### src/hw/usp_cfg.svh
`ifndef USP_CFG_SVH
`define USP_CFG_SVH

// register byte offsets on the apb bus
`define USP_OFF_CTRL   12'h000
`define USP_OFF_ENA    12'h004
`define USP_OFF_FLAGS  12'h008
`define USP_OFF_STAT   12'h00C
`define USP_OFF_DIV    12'h010
`define USP_OFF_TXBUF  12'h014
`define USP_OFF_RXBUF  12'h018

// control register fields
`define USP_CTL_SOFT_RESET_BIT  0
`define USP_CTL_MM     1
`define USP_CTL_SYNC   2
`define USP_CTL_I2C    3
`define USP_CTL_CHAR   4
`define USP_CTL_FOUR   5
`define USP_CTL_POL    6
`define USP_CTL_PHA    7
`define USP_CTL_RESET  8'h01

// enable register fields
`define USP_ENA_ME     0
`define USP_ENA_RXIE   1
`define USP_ENA_TXIE   2
`define USP_ENA_RESET  3'h0

// second serial interrupt flag register fields
`define USP_FLG_TX     5
`define USP_FLG_RX     4
`define USP_FLG_RESET  8'h20

// status register fields
`define USP_STA_TRANSMITTER_EMPTY_BIT  0
`define USP_STA_OVR    1
`define USP_STA_BCE    2

// divisor floor keeps the bit clock at or below half the source
`define USP_DIV_MIN    16'h0002
`define USP_DIV_RESET  16'h0002

`endif

### src/hw/usp_pkg.sv
package usp_pkg;
   typedef enum logic [1:0] {
      USP_IDLE = 2'b01,
      USP_XFER = 2'b10
   } usp_state_t;

   typedef logic [7:0] usp_byte_t;
endpackage : usp_pkg

### src/hw/usp_spi.sv
// Overview of operation
// - spi mode only when clocked-serial select is one and two-wire select zero.
// - character length seven or eight bits, chosen by a control bit.
// - master drives out line and clock, samples in line; slave the reverse.
// - 4-pin master with enable pin low releases out line and clock.
// - 4-pin master with enable pin low sets the bus-conflict error flag.
// - low enable pin never resets the unit; 3-pin mode ignores the pin.
// - 4-pin slave with enable pin high halts receive, releases in line.
// - high enable pin in slave mode only suspends, never resets.
// - reset sets the soft reset bit, holding the unit until software clears it.
// - soft reset clears interrupt enables, receive flag, errors; sets transmit flag.
// - master starts on buffer write, loads empty shift register, msb first.
// - master samples in line msb first, full character loads buffer, sets flag.
// - transmit flag sets when buffer moves to shift register.
// - master shows completion by transmitter-empty bit set to one.
// - slave shifts only on external clock; preloaded data goes out.
// - slave samples on opposite edge, full character loads buffer, sets flag.
// - overrun sets when a new character lands before the last was read.
// - module enable zero stops after current transfer, or at once when idle.
// - reset or soft reset aborts any transfer at once.
// - flag register bit 5 transmit flag resets one, bit 4 receive flag zero.
// - master clock comes from the divider; slave ignores the divider.
// - bit rate is source over 16-bit divisor, at most half the source.
// - clock polarity and phase are independent control bits.
// - transmit flag clears on interrupt service or buffer write.
`include "usp_cfg.svh"
`timescale 1ns/1ns
`default_nettype none

module usp_spi (
   // clock and reset
   input  wire logic         ref_clk,
   input  wire logic         rst_b,
   // apb slave
   input  wire logic [11:0]  paddr,
   input  wire logic         psel,
   input  wire logic         penable,
   input  wire logic         pwrite,
   input  wire logic [31:0]  pwdata,
   output var  logic [31:0]  prdata,
   output logic              pready,
   output logic              pslverr,
   // interrupt requests and service acknowledges
   output logic              tx_irq,
   output logic              rx_irq,
   input  wire logic         tx_irq_ack,
   input  wire logic         rx_irq_ack,
   // serial pins
   input  wire logic         master_out_line_i,
   output logic              master_out_line_o,
   output logic              master_out_line_oe,
   input  wire logic         master_in_line_i,
   output logic              master_in_line_o,
   output logic              master_in_line_oe,
   input  wire logic         serial_clock_pin_i,
   output logic              serial_clock_pin_o,
   output logic              serial_clock_pin_oe,
   input  wire logic         slave_transmit_enable_pin
);
   import usp_pkg::*;

   localparam usp_byte_t FLG_RST = `USP_FLG_RESET;

   function automatic logic [3:0] usp_nbits(input logic ch8);
      usp_nbits = ch8 ? 4'h8 : 4'h7;
   endfunction : usp_nbits

   function automatic usp_byte_t usp_mask(input logic ch8, input usp_byte_t v);
      usp_mask = ch8 ? v : {1'b0, v[6:0]};
   endfunction : usp_mask

   // register state
   logic [7:0]  ctrl_q,  ctrl_d;
   logic [2:0]  ena_q,   ena_d;
   logic        txflag_q, txflag_d;
   logic        rxflag_q, rxflag_d;
   logic        ovr_q,   ovr_d;
   logic        bce_q,   bce_d;
   logic [15:0] div_q,   div_d;
   usp_byte_t   txbuf_q, txbuf_d;
   logic        txfull_q, txfull_d;
   usp_byte_t   rxbuf_q, rxbuf_d;
   logic [31:0] prdata_q, prdata_d;
   // engine state
   usp_state_t  state_q, state_d;
   usp_byte_t   tx_sr_q, tx_sr_d;
   usp_byte_t   rx_sr_q, rx_sr_d;
   logic        srfull_q, srfull_d;
   logic [3:0]  bitcnt_q, bitcnt_d;
   logic [15:0] divcnt_q, divcnt_d;
   logic        sclk_act_q, sclk_act_d;
   logic        sclk_prev_q;

   logic        spi_mode, srst, run, ena, master, four, char8, pha, pol;
   logic        m_conflict, s_halt, busy, active;
   logic        wr, rd, setup, hit, load, done, sample, shift, lead, trail, din;
   logic [15:0] div_eff, half;
   logic [3:0]  nbits;
   usp_byte_t   rx_next, rx_final;

   assign spi_mode   = ctrl_q[`USP_CTL_SYNC] & ~ctrl_q[`USP_CTL_I2C];
   assign srst       = ctrl_q[`USP_CTL_SOFT_RESET_BIT];
   assign run        = spi_mode & ~srst;
   assign ena        = ena_q[`USP_ENA_ME];
   assign master     = ctrl_q[`USP_CTL_MM];
   assign four       = ctrl_q[`USP_CTL_FOUR];
   assign char8      = ctrl_q[`USP_CTL_CHAR];
   assign pha        = ctrl_q[`USP_CTL_PHA];
   assign pol        = ctrl_q[`USP_CTL_POL];
   assign nbits      = usp_nbits(char8);
   // the enable pin is only looked at in 4-pin mode and never resets state
   assign m_conflict = master & four & ~slave_transmit_enable_pin;
   assign s_halt     = ~master & four & slave_transmit_enable_pin;
   assign busy       = (state_q == USP_XFER);
   assign active     = run & (ena | busy);

   // zero-wait apb slave
   assign setup   = psel & ~penable;
   assign wr      = psel & penable & pwrite;
   assign rd      = psel & penable & ~pwrite;
   assign pready  = 1'b1;
   assign hit     = (paddr == `USP_OFF_CTRL) | (paddr == `USP_OFF_ENA) |
                    (paddr == `USP_OFF_FLAGS) | (paddr == `USP_OFF_STAT) |
                    (paddr == `USP_OFF_DIV) | (paddr == `USP_OFF_TXBUF) |
                    (paddr == `USP_OFF_RXBUF);
   assign pslverr = psel & penable & ~hit;
   assign prdata  = prdata_q;

   // bit clock from the divider, floor keeps it at or below half the source
   assign div_eff = (div_q < `USP_DIV_MIN) ? `USP_DIV_MIN : div_q;
   assign half    = div_eff >> 1;

   always_comb begin
      if (master) begin
         // master edges come from the divider only
         lead  = busy & ~m_conflict & (divcnt_q == half - 16'h0001);
         trail = busy & ~m_conflict & (divcnt_q == div_eff - 16'h0001);
      end else begin
         // slave edges come from the external clock only
         lead  = active & ~s_halt & (serial_clock_pin_i ^ pol) & ~sclk_prev_q;
         trail = active & ~s_halt & ~(serial_clock_pin_i ^ pol) & sclk_prev_q;
      end
   end

   assign sample   = pha ? trail : lead;
   // with the second phase the first leading edge only opens the bit
   assign shift    = (pha ? lead : trail) & ~(pha & (bitcnt_q == 4'h0));
   assign din      = master ? master_in_line_i : master_out_line_i;
   assign rx_next  = sample ? {rx_sr_q[6:0], din} : rx_sr_q;
   assign rx_final = usp_mask(char8, rx_next);
   assign done     = trail & (bitcnt_q == (pha ? nbits - 4'h1 : nbits));
   assign load     = run & ena & txfull_q & ~srfull_q &
                     (master ? ~busy & ~m_conflict : ~busy);

   // serial engine
   always_comb begin
      state_d    = state_q;
      tx_sr_d    = tx_sr_q;
      rx_sr_d    = rx_next;
      srfull_d   = srfull_q;
      bitcnt_d   = bitcnt_q;
      divcnt_d   = divcnt_q;
      sclk_act_d = sclk_act_q;
      if (load) begin
         tx_sr_d  = char8 ? txbuf_q : {txbuf_q[6:0], 1'b0};
         srfull_d = 1'b1;
         if (master) begin
            state_d  = USP_XFER;
            divcnt_d = 16'h0000;
            bitcnt_d = 4'h0;
         end
      end
      if (master) begin
         if (busy & ~m_conflict) begin
            divcnt_d = (divcnt_q == div_eff - 16'h0001) ? 16'h0000 : divcnt_q + 16'h0001;
         end
         if (lead) begin
            sclk_act_d = 1'b1;
         end
         if (trail) begin
            sclk_act_d = 1'b0;
         end
      end else if (~busy & (lead | trail)) begin
         state_d = USP_XFER;
      end
      if (sample) begin
         bitcnt_d = bitcnt_q + 4'h1;
      end
      if (shift) begin
         tx_sr_d = {tx_sr_q[6:0], 1'b0};
      end
      if (done) begin
         state_d  = USP_IDLE;
         bitcnt_d = 4'h0;
         srfull_d = 1'b0;
      end
      if (~master & s_halt) begin
         // receive in progress is dropped, nothing else is touched
         state_d  = USP_IDLE;
         bitcnt_d = 4'h0;
      end
      if (~run) begin
         state_d    = USP_IDLE;
         bitcnt_d   = 4'h0;
         divcnt_d   = 16'h0000;
         sclk_act_d = 1'b0;
         srfull_d   = 1'b0;
      end
   end

   always_ff @(posedge ref_clk) begin
      if (!rst_b) begin
         state_q     <= USP_IDLE;
         tx_sr_q     <= 8'h00;
         rx_sr_q     <= 8'h00;
         srfull_q    <= 1'b0;
         bitcnt_q    <= 4'h0;
         divcnt_q    <= 16'h0000;
         sclk_act_q  <= 1'b0;
         sclk_prev_q <= 1'b0;
      end else begin
         state_q     <= state_d;
         tx_sr_q     <= tx_sr_d;
         rx_sr_q     <= rx_sr_d;
         srfull_q    <= srfull_d;
         bitcnt_q    <= bitcnt_d;
         divcnt_q    <= divcnt_d;
         sclk_act_q  <= sclk_act_d;
         sclk_prev_q <= serial_clock_pin_i ^ pol;
      end
   end

   // registers; hardware sets are applied after software clears
   always_comb begin
      ctrl_d   = ctrl_q;
      ena_d    = ena_q;
      txflag_d = txflag_q;
      rxflag_d = rxflag_q;
      ovr_d    = ovr_q;
      bce_d    = bce_q;
      div_d    = div_q;
      txbuf_d  = txbuf_q;
      txfull_d = txfull_q;
      rxbuf_d  = rxbuf_q;
      prdata_d = prdata_q;
      if (setup) begin
         case (paddr)
            `USP_OFF_CTRL:  prdata_d = {24'h000000, ctrl_q};
            `USP_OFF_ENA:   prdata_d = {29'h00000000, ena_q};
            `USP_OFF_FLAGS: prdata_d = {26'h0000000, txflag_q, rxflag_q, 4'h0};
            `USP_OFF_STAT:  prdata_d = {29'h00000000, bce_q, ovr_q,
                                        ~busy & ~txfull_q & ~srfull_q};
            `USP_OFF_DIV:   prdata_d = {16'h0000, div_q};
            `USP_OFF_TXBUF: prdata_d = {24'h000000, txbuf_q};
            `USP_OFF_RXBUF: prdata_d = {24'h000000, rxbuf_q};
            default:        prdata_d = 32'h00000000;
         endcase
      end
      if (wr) begin
         case (paddr)
            `USP_OFF_CTRL:  ctrl_d = pwdata[7:0];
            `USP_OFF_ENA:   ena_d = pwdata[2:0];
            `USP_OFF_FLAGS: begin
               txflag_d = pwdata[`USP_FLG_TX];
               rxflag_d = pwdata[`USP_FLG_RX];
            end
            `USP_OFF_STAT: begin
               if (pwdata[`USP_STA_OVR]) begin
                  ovr_d = 1'b0;
               end
               if (pwdata[`USP_STA_BCE]) begin
                  bce_d = 1'b0;
               end
            end
            `USP_OFF_DIV:   div_d = pwdata[15:0];
            default: ;
         endcase
      end
      if (rd & (paddr == `USP_OFF_RXBUF)) begin
         rxflag_d = 1'b0;
         ovr_d    = 1'b0;
      end
      if (tx_irq_ack) begin
         txflag_d = 1'b0;
      end
      if (rx_irq_ack) begin
         rxflag_d = 1'b0;
      end
      if (load) begin
         txfull_d = 1'b0;
      end
      if (wr & (paddr == `USP_OFF_TXBUF)) begin
         txbuf_d  = usp_mask(char8, pwdata[7:0]);
         txfull_d = 1'b1;
         txflag_d = 1'b0;
      end
      if (load) begin
         txflag_d = 1'b1;
      end
      if (done) begin
         rxbuf_d  = rx_final;
         rxflag_d = 1'b1;
         if (rxflag_q) begin
            ovr_d = 1'b1;
         end
      end
      if (run & m_conflict) begin
         bce_d = 1'b1;
      end
      if (srst) begin
         ena_d[`USP_ENA_RXIE] = 1'b0;
         ena_d[`USP_ENA_TXIE] = 1'b0;
         rxflag_d = 1'b0;
         ovr_d    = 1'b0;
         bce_d    = 1'b0;
         txflag_d = 1'b1;
         txfull_d = 1'b0;
      end
   end

   always_ff @(posedge ref_clk) begin
      if (!rst_b) begin
         ctrl_q   <= `USP_CTL_RESET;
         ena_q    <= `USP_ENA_RESET;
         txflag_q <= FLG_RST[`USP_FLG_TX];
         rxflag_q <= 1'b0;
         ovr_q    <= 1'b0;
         bce_q    <= 1'b0;
         div_q    <= `USP_DIV_RESET;
         txbuf_q  <= 8'h00;
         txfull_q <= 1'b0;
         rxbuf_q  <= 8'h00;
         prdata_q <= 32'h00000000;
      end else begin
         ctrl_q   <= ctrl_d;
         ena_q    <= ena_d;
         txflag_q <= txflag_d;
         rxflag_q <= rxflag_d;
         ovr_q    <= ovr_d;
         bce_q    <= bce_d;
         div_q    <= div_d;
         txbuf_q  <= txbuf_d;
         txfull_q <= txfull_d;
         rxbuf_q  <= rxbuf_d;
         prdata_q <= prdata_d;
      end
   end

   // pins: drivers released in 4-pin conflict or slave deselect
   assign master_out_line_o   = tx_sr_q[7];
   assign master_in_line_o    = tx_sr_q[7];
   assign serial_clock_pin_o  = pol ^ sclk_act_q;
   assign master_out_line_oe  = active & master & ~m_conflict;
   assign serial_clock_pin_oe = active & master & ~m_conflict;
   assign master_in_line_oe   = active & ~master & ~s_halt;
   assign tx_irq = txflag_q & ena_q[`USP_ENA_TXIE];
   assign rx_irq = rxflag_q & ena_q[`USP_ENA_RXIE];
endmodule : usp_spi

`default_nettype wire

### config.mk
export PLATFORM = sky130hd
export DESIGN_NAME = usp_spi
export DESIGN_NICKNAME = d
export VERILOG_FILES = /design/src/hw/usp_pkg.sv /design/src/hw/usp_spi.sv
export VERILOG_INCLUDE_DIRS = /design/src /design/src/hw
export SDC_FILE = /design/constraint.sdc
export NUM_CORES = 1
export LEC_CHECK = 0
export BUFFER_PORTS_ARGS = -buffer_cell sky130_fd_sc_hd__buf_2
export CAP_MARGIN = 20
export CORE_UTILIZATION = 50
export DETAILED_ROUTE_END_ITERATION = 10
export HOLD_SLACK_MARGIN = 0.02
export PLACE_DENSITY = 0.72
export RECOVER_POWER = 25
export SYNTH_ARGS = -nofsm -noshare
export SYNTH_HDL_FRONTEND = slang
export SYNTH_SLANG_ARGS = --single-unit
### constraint.sdc
create_clock -name ref_clk -period 4.8 [get_ports ref_clk]
set_clock_uncertainty 0.1 [all_clocks]
set_input_delay 0.96 -clock ref_clk [delete_from_list [all_inputs] [get_ports ref_clk]]
set_output_delay 0.96 -clock ref_clk [all_outputs]
set_load 0.02 [all_outputs]
== After elaboration in Yosys (flattened, before gate mapping) ==
Index checks and enable logic that the tools add are counted.

* Reduce and logical (&&, ||, !) cells: 28
* Bitwise operators: 68
* Magnitude comparators: 1
* Muxes and demuxes: 51
* $add $sub $neg: 5
* Equal/unequal tests: 10

{| class="wikitable"
|+ Operators by type and width
! cell !! count
|-
| $pmux 16 s7 || 1
|-
| $mux 16 || 6
|-
| $mux 8 || 6
|-
| $and 1x1->1 || 41
|-
| $eq 12x5->1 const B || 3
|-
| $eq 16x16->1 || 2
|-
| $mux 1 || 29
|-
| $eq 12x4->1 const B || 2
|-
| $mux 4 || 5
|-
| $not 1->1 || 17
|-
| $add 16x1->16 const B || 1
|-
| $lt 16x2->1 const B || 1
|-
| $reduce_and 2->1 || 8
|-
| $reduce_bool 2->1 || 8
|-
| $sub 15x1->16 const B || 1
|-
| $sub 16x1->16 const B || 1
|-
| $eq 12x3->1 const B || 1
|-
| $logic_not 12->1 || 1
|-
| $mux 2 || 4
|-
| $or 1x1->1 || 8
|-
| $reduce_bool 4->1 || 2
|-
| $reduce_bool 3->1 || 2
|-
| $reduce_or 3->1 || 2
|-
| $add 4x1->4 const B || 1
|-
| other kinds (8) || 10
|}

* Bits in registers: 121
* Output and inout bits: 42

== Depth between registers and ports, before layout ==
* Word-level depth: 12
* Mapped depth: 17
* Depth with buffers taken out: 12

== Least setup slack after synthesis ==
No wires, ideal clock.

* Path kind: register -> register
* From: reg div_q[10]
* To: reg bitcnt_q[0]
* Buffers on the path: 4
* Setup time: 0.064 ns
* Arrival: 3.543 ns
* Period minus slack after synthesis: 3.707 ns
* Data required time: 4.636 ns
* Setup slack: 1.093 ns
* Stages on the path, launching flop included: 17
* Cell sequence: dfxtp_1 -> buf_2 -> nor4_1 -> a41oi_1 -> ha_1 -> buf_2 -> nor3b_2 -> buf_2 -> nand4_1 -> o221ai_1 -> nand4_1 -> a2111oi_2 -> a21oi_2 -> mux2i_4 -> buf_4 -> mux2_2 -> nor2_1

* Word-level cells in the longest chain between the ends: 9
* Elaborated cells between the ends (all ways): 17
* Classes of those cells: add/sub: 2; order compare: 1; eq/ne: 2; mux: 5; bitwise: 3; reduce/logical: 4

{| class="wikitable"
|+ Ends and longest elaborated chain
! item !! line !! text
|-
| start, declared || usp_spi.sv:79 || <nowiki>logic [15:0] div_q, div_d;</nowiki>
|-
| start signal, assigned || usp_spi.sv:329 || <nowiki>div_q <= `USP_DIV_RESET;</nowiki>
|-
| start signal, assigned || usp_spi.sv:341 || <nowiki>div_q <= div_d;</nowiki>
|-
| $lt 16x2->1 (no line) || n/a ||
|-
| $mux 16 (*) || usp_spi.sv:130 || <nowiki>assign div_eff = (div_q < `USP_DIV_MIN) ? `USP_DIV_MIN : div_q;</nowiki>
|-
| $sub 16x1->16 / $sub 15x1->16 (equally long branches) || usp_spi.sv:137, usp_spi.sv:136 ||
|-
| $eq 16x16->1 (on tied branches) || usp_spi.sv:137, usp_spi.sv:136 ||
|-
| $and 1x1->1 (on tied branches) || usp_spi.sv:137, usp_spi.sv:136 ||
|-
| $mux 1 || usp_spi.sv:134 || <nowiki>if (master) begin</nowiki>
|-
| $mux 1 || usp_spi.sv:145 || <nowiki>assign sample = pha ? trail : lead;</nowiki>
|-
| $reduce_bool 2->1 (no line) || n/a ||
|-
| $reduce_and 2->1 (no line) || n/a ||
|-
| end signal, assigned || usp_spi.sv:226 || <nowiki>bitcnt_q <= bitcnt_d;</nowiki>
|-
| end, declared || usp_spi.sv:89 || <nowiki>logic [3:0] bitcnt_q, bitcnt_d;</nowiki>
|}

Every way passes the cells marked *; elsewhere a longest branch is shown, timed or not.
A chain may end at the register's enable or synchronous reset.

== Worst setup path in the final report ==
* From: reg div_q[14]
* To: reg rxbuf_q[3]

* Word-level cells in the longest chain between the ends: 9
* Elaborated cells between the ends (all ways): 14
* Classes of those cells: add/sub: 2; order compare: 1; eq/ne: 2; mux: 6; bitwise: 3

{| class="wikitable"
|+ Ends and longest elaborated chain
! item !! line !! text
|-
| $lt 16x2->1 (no line) || n/a ||
|-
| $mux 16 (*) || usp_spi.sv:130 ||
|-
| $sub 16x1->16 / $sub 15x1->16 (equally long branches) || usp_spi.sv:137, usp_spi.sv:136 ||
|-
| $eq 16x16->1 (on tied branches) || usp_spi.sv:137, usp_spi.sv:136 ||
|-
| $and 1x1->1 (on tied branches) || usp_spi.sv:137, usp_spi.sv:136 ||
|-
| $mux 1 || usp_spi.sv:134 ||
|-
| $mux 1 || usp_spi.sv:145 ||
|-
| $mux 8 || usp_spi.sv:149 || <nowiki>assign rx_next = sample ? {rx_sr_q[6:0], din} : rx_sr_q;</nowiki>
|-
| $mux 8 || usp_spi.sv:69 || <nowiki>usp_mask = ch8 ? v : {1'b0, v[6:0]};</nowiki>
|-
| end signal, assigned || usp_spi.sv:344 || <nowiki>rxbuf_q <= rxbuf_d;</nowiki>
|-
| end, declared || usp_spi.sv:82 || <nowiki>usp_byte_t rxbuf_q, rxbuf_d;</nowiki>
|}

Marks and branches as above.

==> impl_results.md <==
* Die ar. at approximately 13000 um^2
* Setup TNS at 0 ps
* Required @ worst endpoint at between 4000 and 5000 ps
* Gr ovfl total at 0
* Clk buf depth at 2
* Worst VDD drop at approximately 0.17 mV
* Worst Hold Depth at 2
* WS Path Type: flip-flop to flip-flop
* Synth async-reset ratio at 0%
* Fmax at approximately 0.23 GHz
* CP Cell Sequence: nor4_4 > a41oi_1 > ha_1 > nor3b_2 > nand3_1 > a2111o_1 > a2111oi_0 > and4b_1 > a21oi_2 > mux2i_4 > buf_4 > mux2i_1 > a21oi_1
* Layout area overhead at 10.6%
* Post-Syn Area at a little over 6000 um^2
* Maxcap violations at 0
* CP arrival at around 4500 ps
* #FFs+latches synth at between 100 and 150
* Final HPWL DP at 11800 um
* Sequential share of the synthesized area at between 30 and 40%
* Chip Width at 114 um
* CTS buffer count at 9
* 1st-pass router iterations at 5
* Slew at the pin closest to its max-slew limit at slightly above 900 ps
* Type of origin of the critical path: flip-flop
* Clk slew on worst S/H paths at roughly 70 ps
* Final GP Congestion at around 0.94
* Via count at 5525
* Final hold vios at 0
* Hold endpoint: prdata[11]$_SDFFE_PN0P_
* GRT Total Usage at 25.6%
* Post-synth EDFFs at 0
* Largest stage delay, worst path at approximately 570 ps
* Initial Util at between 50% and 60%
* Average wire per standard cell at 16.7 um
* Core area at 12100 um^2
* P_leak at 2.47 nW
* Initial antenna violation count at 0
* Final period utilization at a little over 90%
* CTS tree: done
* Final #Nets at 842
* 1st-iter DRT viols at roughly 380
* Pin count of the biggest net entering global routing at 77
* CP max-delay cell: dfxtp_1
* Syn_area_per_cell at 8.39 um^2
* DRT Wirelength at about 16000 um
* Post-CTS Hold Fix Bufs at 0
* Die Y at between 100 and 150 um
* First-pass GRT wire length at between 20000 and 30000 um
* Status: finished, final reports clean
* # diodes at 0
* Worst r2r path cells at 13
* Netlist cell types at 73
* Relative slew slack at between 30% and 40%
* Worst Setup End Kind: flip-flop
* Ports at 97
* DRC viols at 0
* FF-to-FF End: rxbuf_q[3]$_SDFFE_PN0P_
* Clock root buffer master: clkbuf_16
* Placed Area at 6620 um^2
* Tmin final at roughly 4400 ps
* CTS sink cnt at about 110
* Primary FF master, synth: dfxtp_1
* Syn Inst Count at 742
* Row cnt at 40
* HP Class: flip-flop to flip-flop
* Pwr Density at approximately 240 nW/um^2
* CTS H-tree lvls at 3
* DR vias/cell at slightly below 6
* Yosys warns at 0
* Fin area at roughly 6900 um^2
* Critical path peak fanout at 8
* Final setup viols at 0
* Share of layout cells above drive strength 1 at a little over an eighth
* Core Util, Final at approximately 57%
* Layout fillers at ~1.1k
* Slew Viols, Final at 0
* RSZ-0062 raised after global routing: no
* Worst reg2reg startpoint: div_q[14]$_SDFFE_PN0P_
* Final ANT Viol Nets at 0
* Port buffer count at 63
* Later-pin clock latency in the skew report at about 360 ps
* R2r setup slk at 420 ps
* Vias in the first global route at ~5.2k
* Hold path startpoint: prdata[11]$_SDFFE_PN0P_
[stage by stage]
step	cells	total power, W	hold slack [ps]	setup WS, ps
2_1_floorplan	757	0.000943	343	1090
3_3_place_gp	938	0.000961	351	547
3_5_place_dp	938	0.000961	356	470
4_1_cts	954	0.00167	366	437
5_1_grt	954	0.00171	397	119
6_report	954	0.00166	367	424
[cell type report]
| type | instances | area [um^2] | share of cell area [%] |
|---|---|---|---|
| clock buffer | 9 | 225 | 3.27 |
| clock inverter | 7 | 66.3 | 0.963 |
| inverter | 13 | 48.8 | 0.709 |
| multi-input combinational | 563 | 3750 | 54.5 |
| sequential | 105 | 2100 | 30.5 |
| tap | 168 | 210 | 3.05 |
| timing repair buffer | 89 | 480 | 6.98 |
[power by group]
group | internal (W) | leakage (nW) | switching, W
registers | 0.000872 | 0.846 | 0.00000102
logic | 0.0000242 | 1.49 | 0.0000437
clock network | 0.000362 | 0.140 | 0.000357
total | 0.00126 | 2.47 | 0.000402
[cells by family after synthesis]
| kind of cell | share of synthesized area (%) |
|---|---|
| AO/OA/AOI/OAI | 17.1 |
| XOR/XNOR | 5.56 |
| adder cells (fa/ha/maj) | 1.21 |
| buffers and inverters | 7.11 |
| flip-flops | 33.7 |
| multiplexers | 9.64 |
| other | 0.121 |
| AND/OR/NAND/NOR | 25.5 |
[sequential cells by signal (all words and copies together) (netlist names), 2 cells and up]
name / count
ena_q: 3
divcnt_q: 16
prdata: 16
rxbuf_q: 8
tx_sr_q: 8
rx_sr_q: 8
bitcnt_q: 4
state_q: 2
ctrl_q: 8
div_q: 16
txbuf_q: 8
[what timing repair did]
item | in CTS | in global routing
endpoints found under the setup margin | 0 | 1
endpoints found under the hold margin | 0 | 0
buffers inserted | 0 | 0
resized for setup | 0 | 1
[layout by cell type (no fill, tap or decap), types with 4 or more instances in the layout]
cell type and instances:
clkbuf_1 22, a31oi_1 8, nand3_1 23, xnor2_1 17, and3_1 15, xor2_1 20, inv_1 13, mux2i_1 51
nand4b_1 5, a222oi_1 5, nand2_1 65, nor3_1 15, ha_1 6, conb_1 17, nor2b_1 49, clkbuf_16 9
buf_4 25, a21oi_1 43, a22oi_1 10, and2_1 6, a21boi_0 16, o21ai_0 36, nor3b_1 6, nand2b_1 6
or3_1 5, a21o_1 6, dfxtp_1 105, nand4_1 6, nor2_1 43, mux2_2 6, nor4_1 4, buf_2 42
nand3b_1 14
[synthesized netlist by cell type (3+ instances only)]
master | number | share of area [%]
mux2_2 | 6 | 1.1
nor2_1 | 43 | 2.6
buf_4 | 23 | 2.8
mux2i_1 | 51 | 8.2
dfxtp_1 | 105 | 34
a31oi_1 | 8 | 0.80
nor3_1 | 16 | 1.3
and3_1 | 15 | 1.5
xnor2_1 | 17 | 2.4
nand3_1 | 23 | 1.8
xor2_1 | 20 | 2.8
nand3b_1 | 14 | 1.7
or4_1 | 3 | 0.36
and2_1 | 6 | 0.60
inv_1 | 13 | 0.78
a22oi_1 | 10 | 1.2
nand4b_1 | 5 | 0.70
nor4_1 | 4 | 0.40
and4b_1 | 3 | 0.48
nand4_1 | 6 | 0.60
nor3b_1 | 6 | 0.72
a21oi_1 | 43 | 3.5
ha_1 | 6 | 1.2
clkbuf_1 | 39 | 2.4
a21o_1 | 6 | 0.72
o21ai_0 | 36 | 2.9
nor2b_1 | 49 | 4.9
or3_1 | 5 | 0.50
a21oi_2 | 3 | 0.42
o22ai_1 | 3 | 0.30
buf_2 | 12 | 0.96
a21boi_0 | 16 | 1.9
a222oi_1 | 5 | 0.80
nand2b_1 | 6 | 0.60
nand2_1 | 65 | 3.9
[how the worst max path moves through the flow]
stage,startpoint,end,slack [ps],cells past startpoint
after global placement,div_q[14]$_SDFFE_PN0P_,rxbuf_q[3]$_SDFFE_PN0P_,550,14
after CTS,div_q[14]$_SDFFE_PN0P_,rxbuf_q[7]$_SDFFE_PN0P_,440,14
final,div_q[14]$_SDFFE_PN0P_,rxbuf_q[3]$_SDFFE_PN0P_,420,13
after floorplan,div_q[10]$_SDFFE_PN0P_,bitcnt_q[0]$_SDFFE_PP0P_,1090,16
after global routing,div_q[4]$_SDFFE_PN0P_,rxbuf_q[5]$_SDFFE_PN0P_,120,13
after detailed placement,div_q[14]$_SDFFE_PN0P_,rxbuf_q[7]$_SDFFE_PN0P_,470,14
[routing by layer]
layer	vias up	share of wire [%]	track usage, %
met5	-	0	0
met4	0	2.6	10.9
met3	31	5.4	3.83
met2	202	45	41.1
met1	2606	47	34.3
li1	2686	-	-
[worst max-delay path, delay by kind of cell, from the launching register on]
kind            cells  cell delay [ps]
flops               1              570
fa+ha+maj           1              380
mux                 2              480
simple gates        4             1000
compound gates      5             1520
buf+inv             1              210
(Power assumes the default switching activity.)
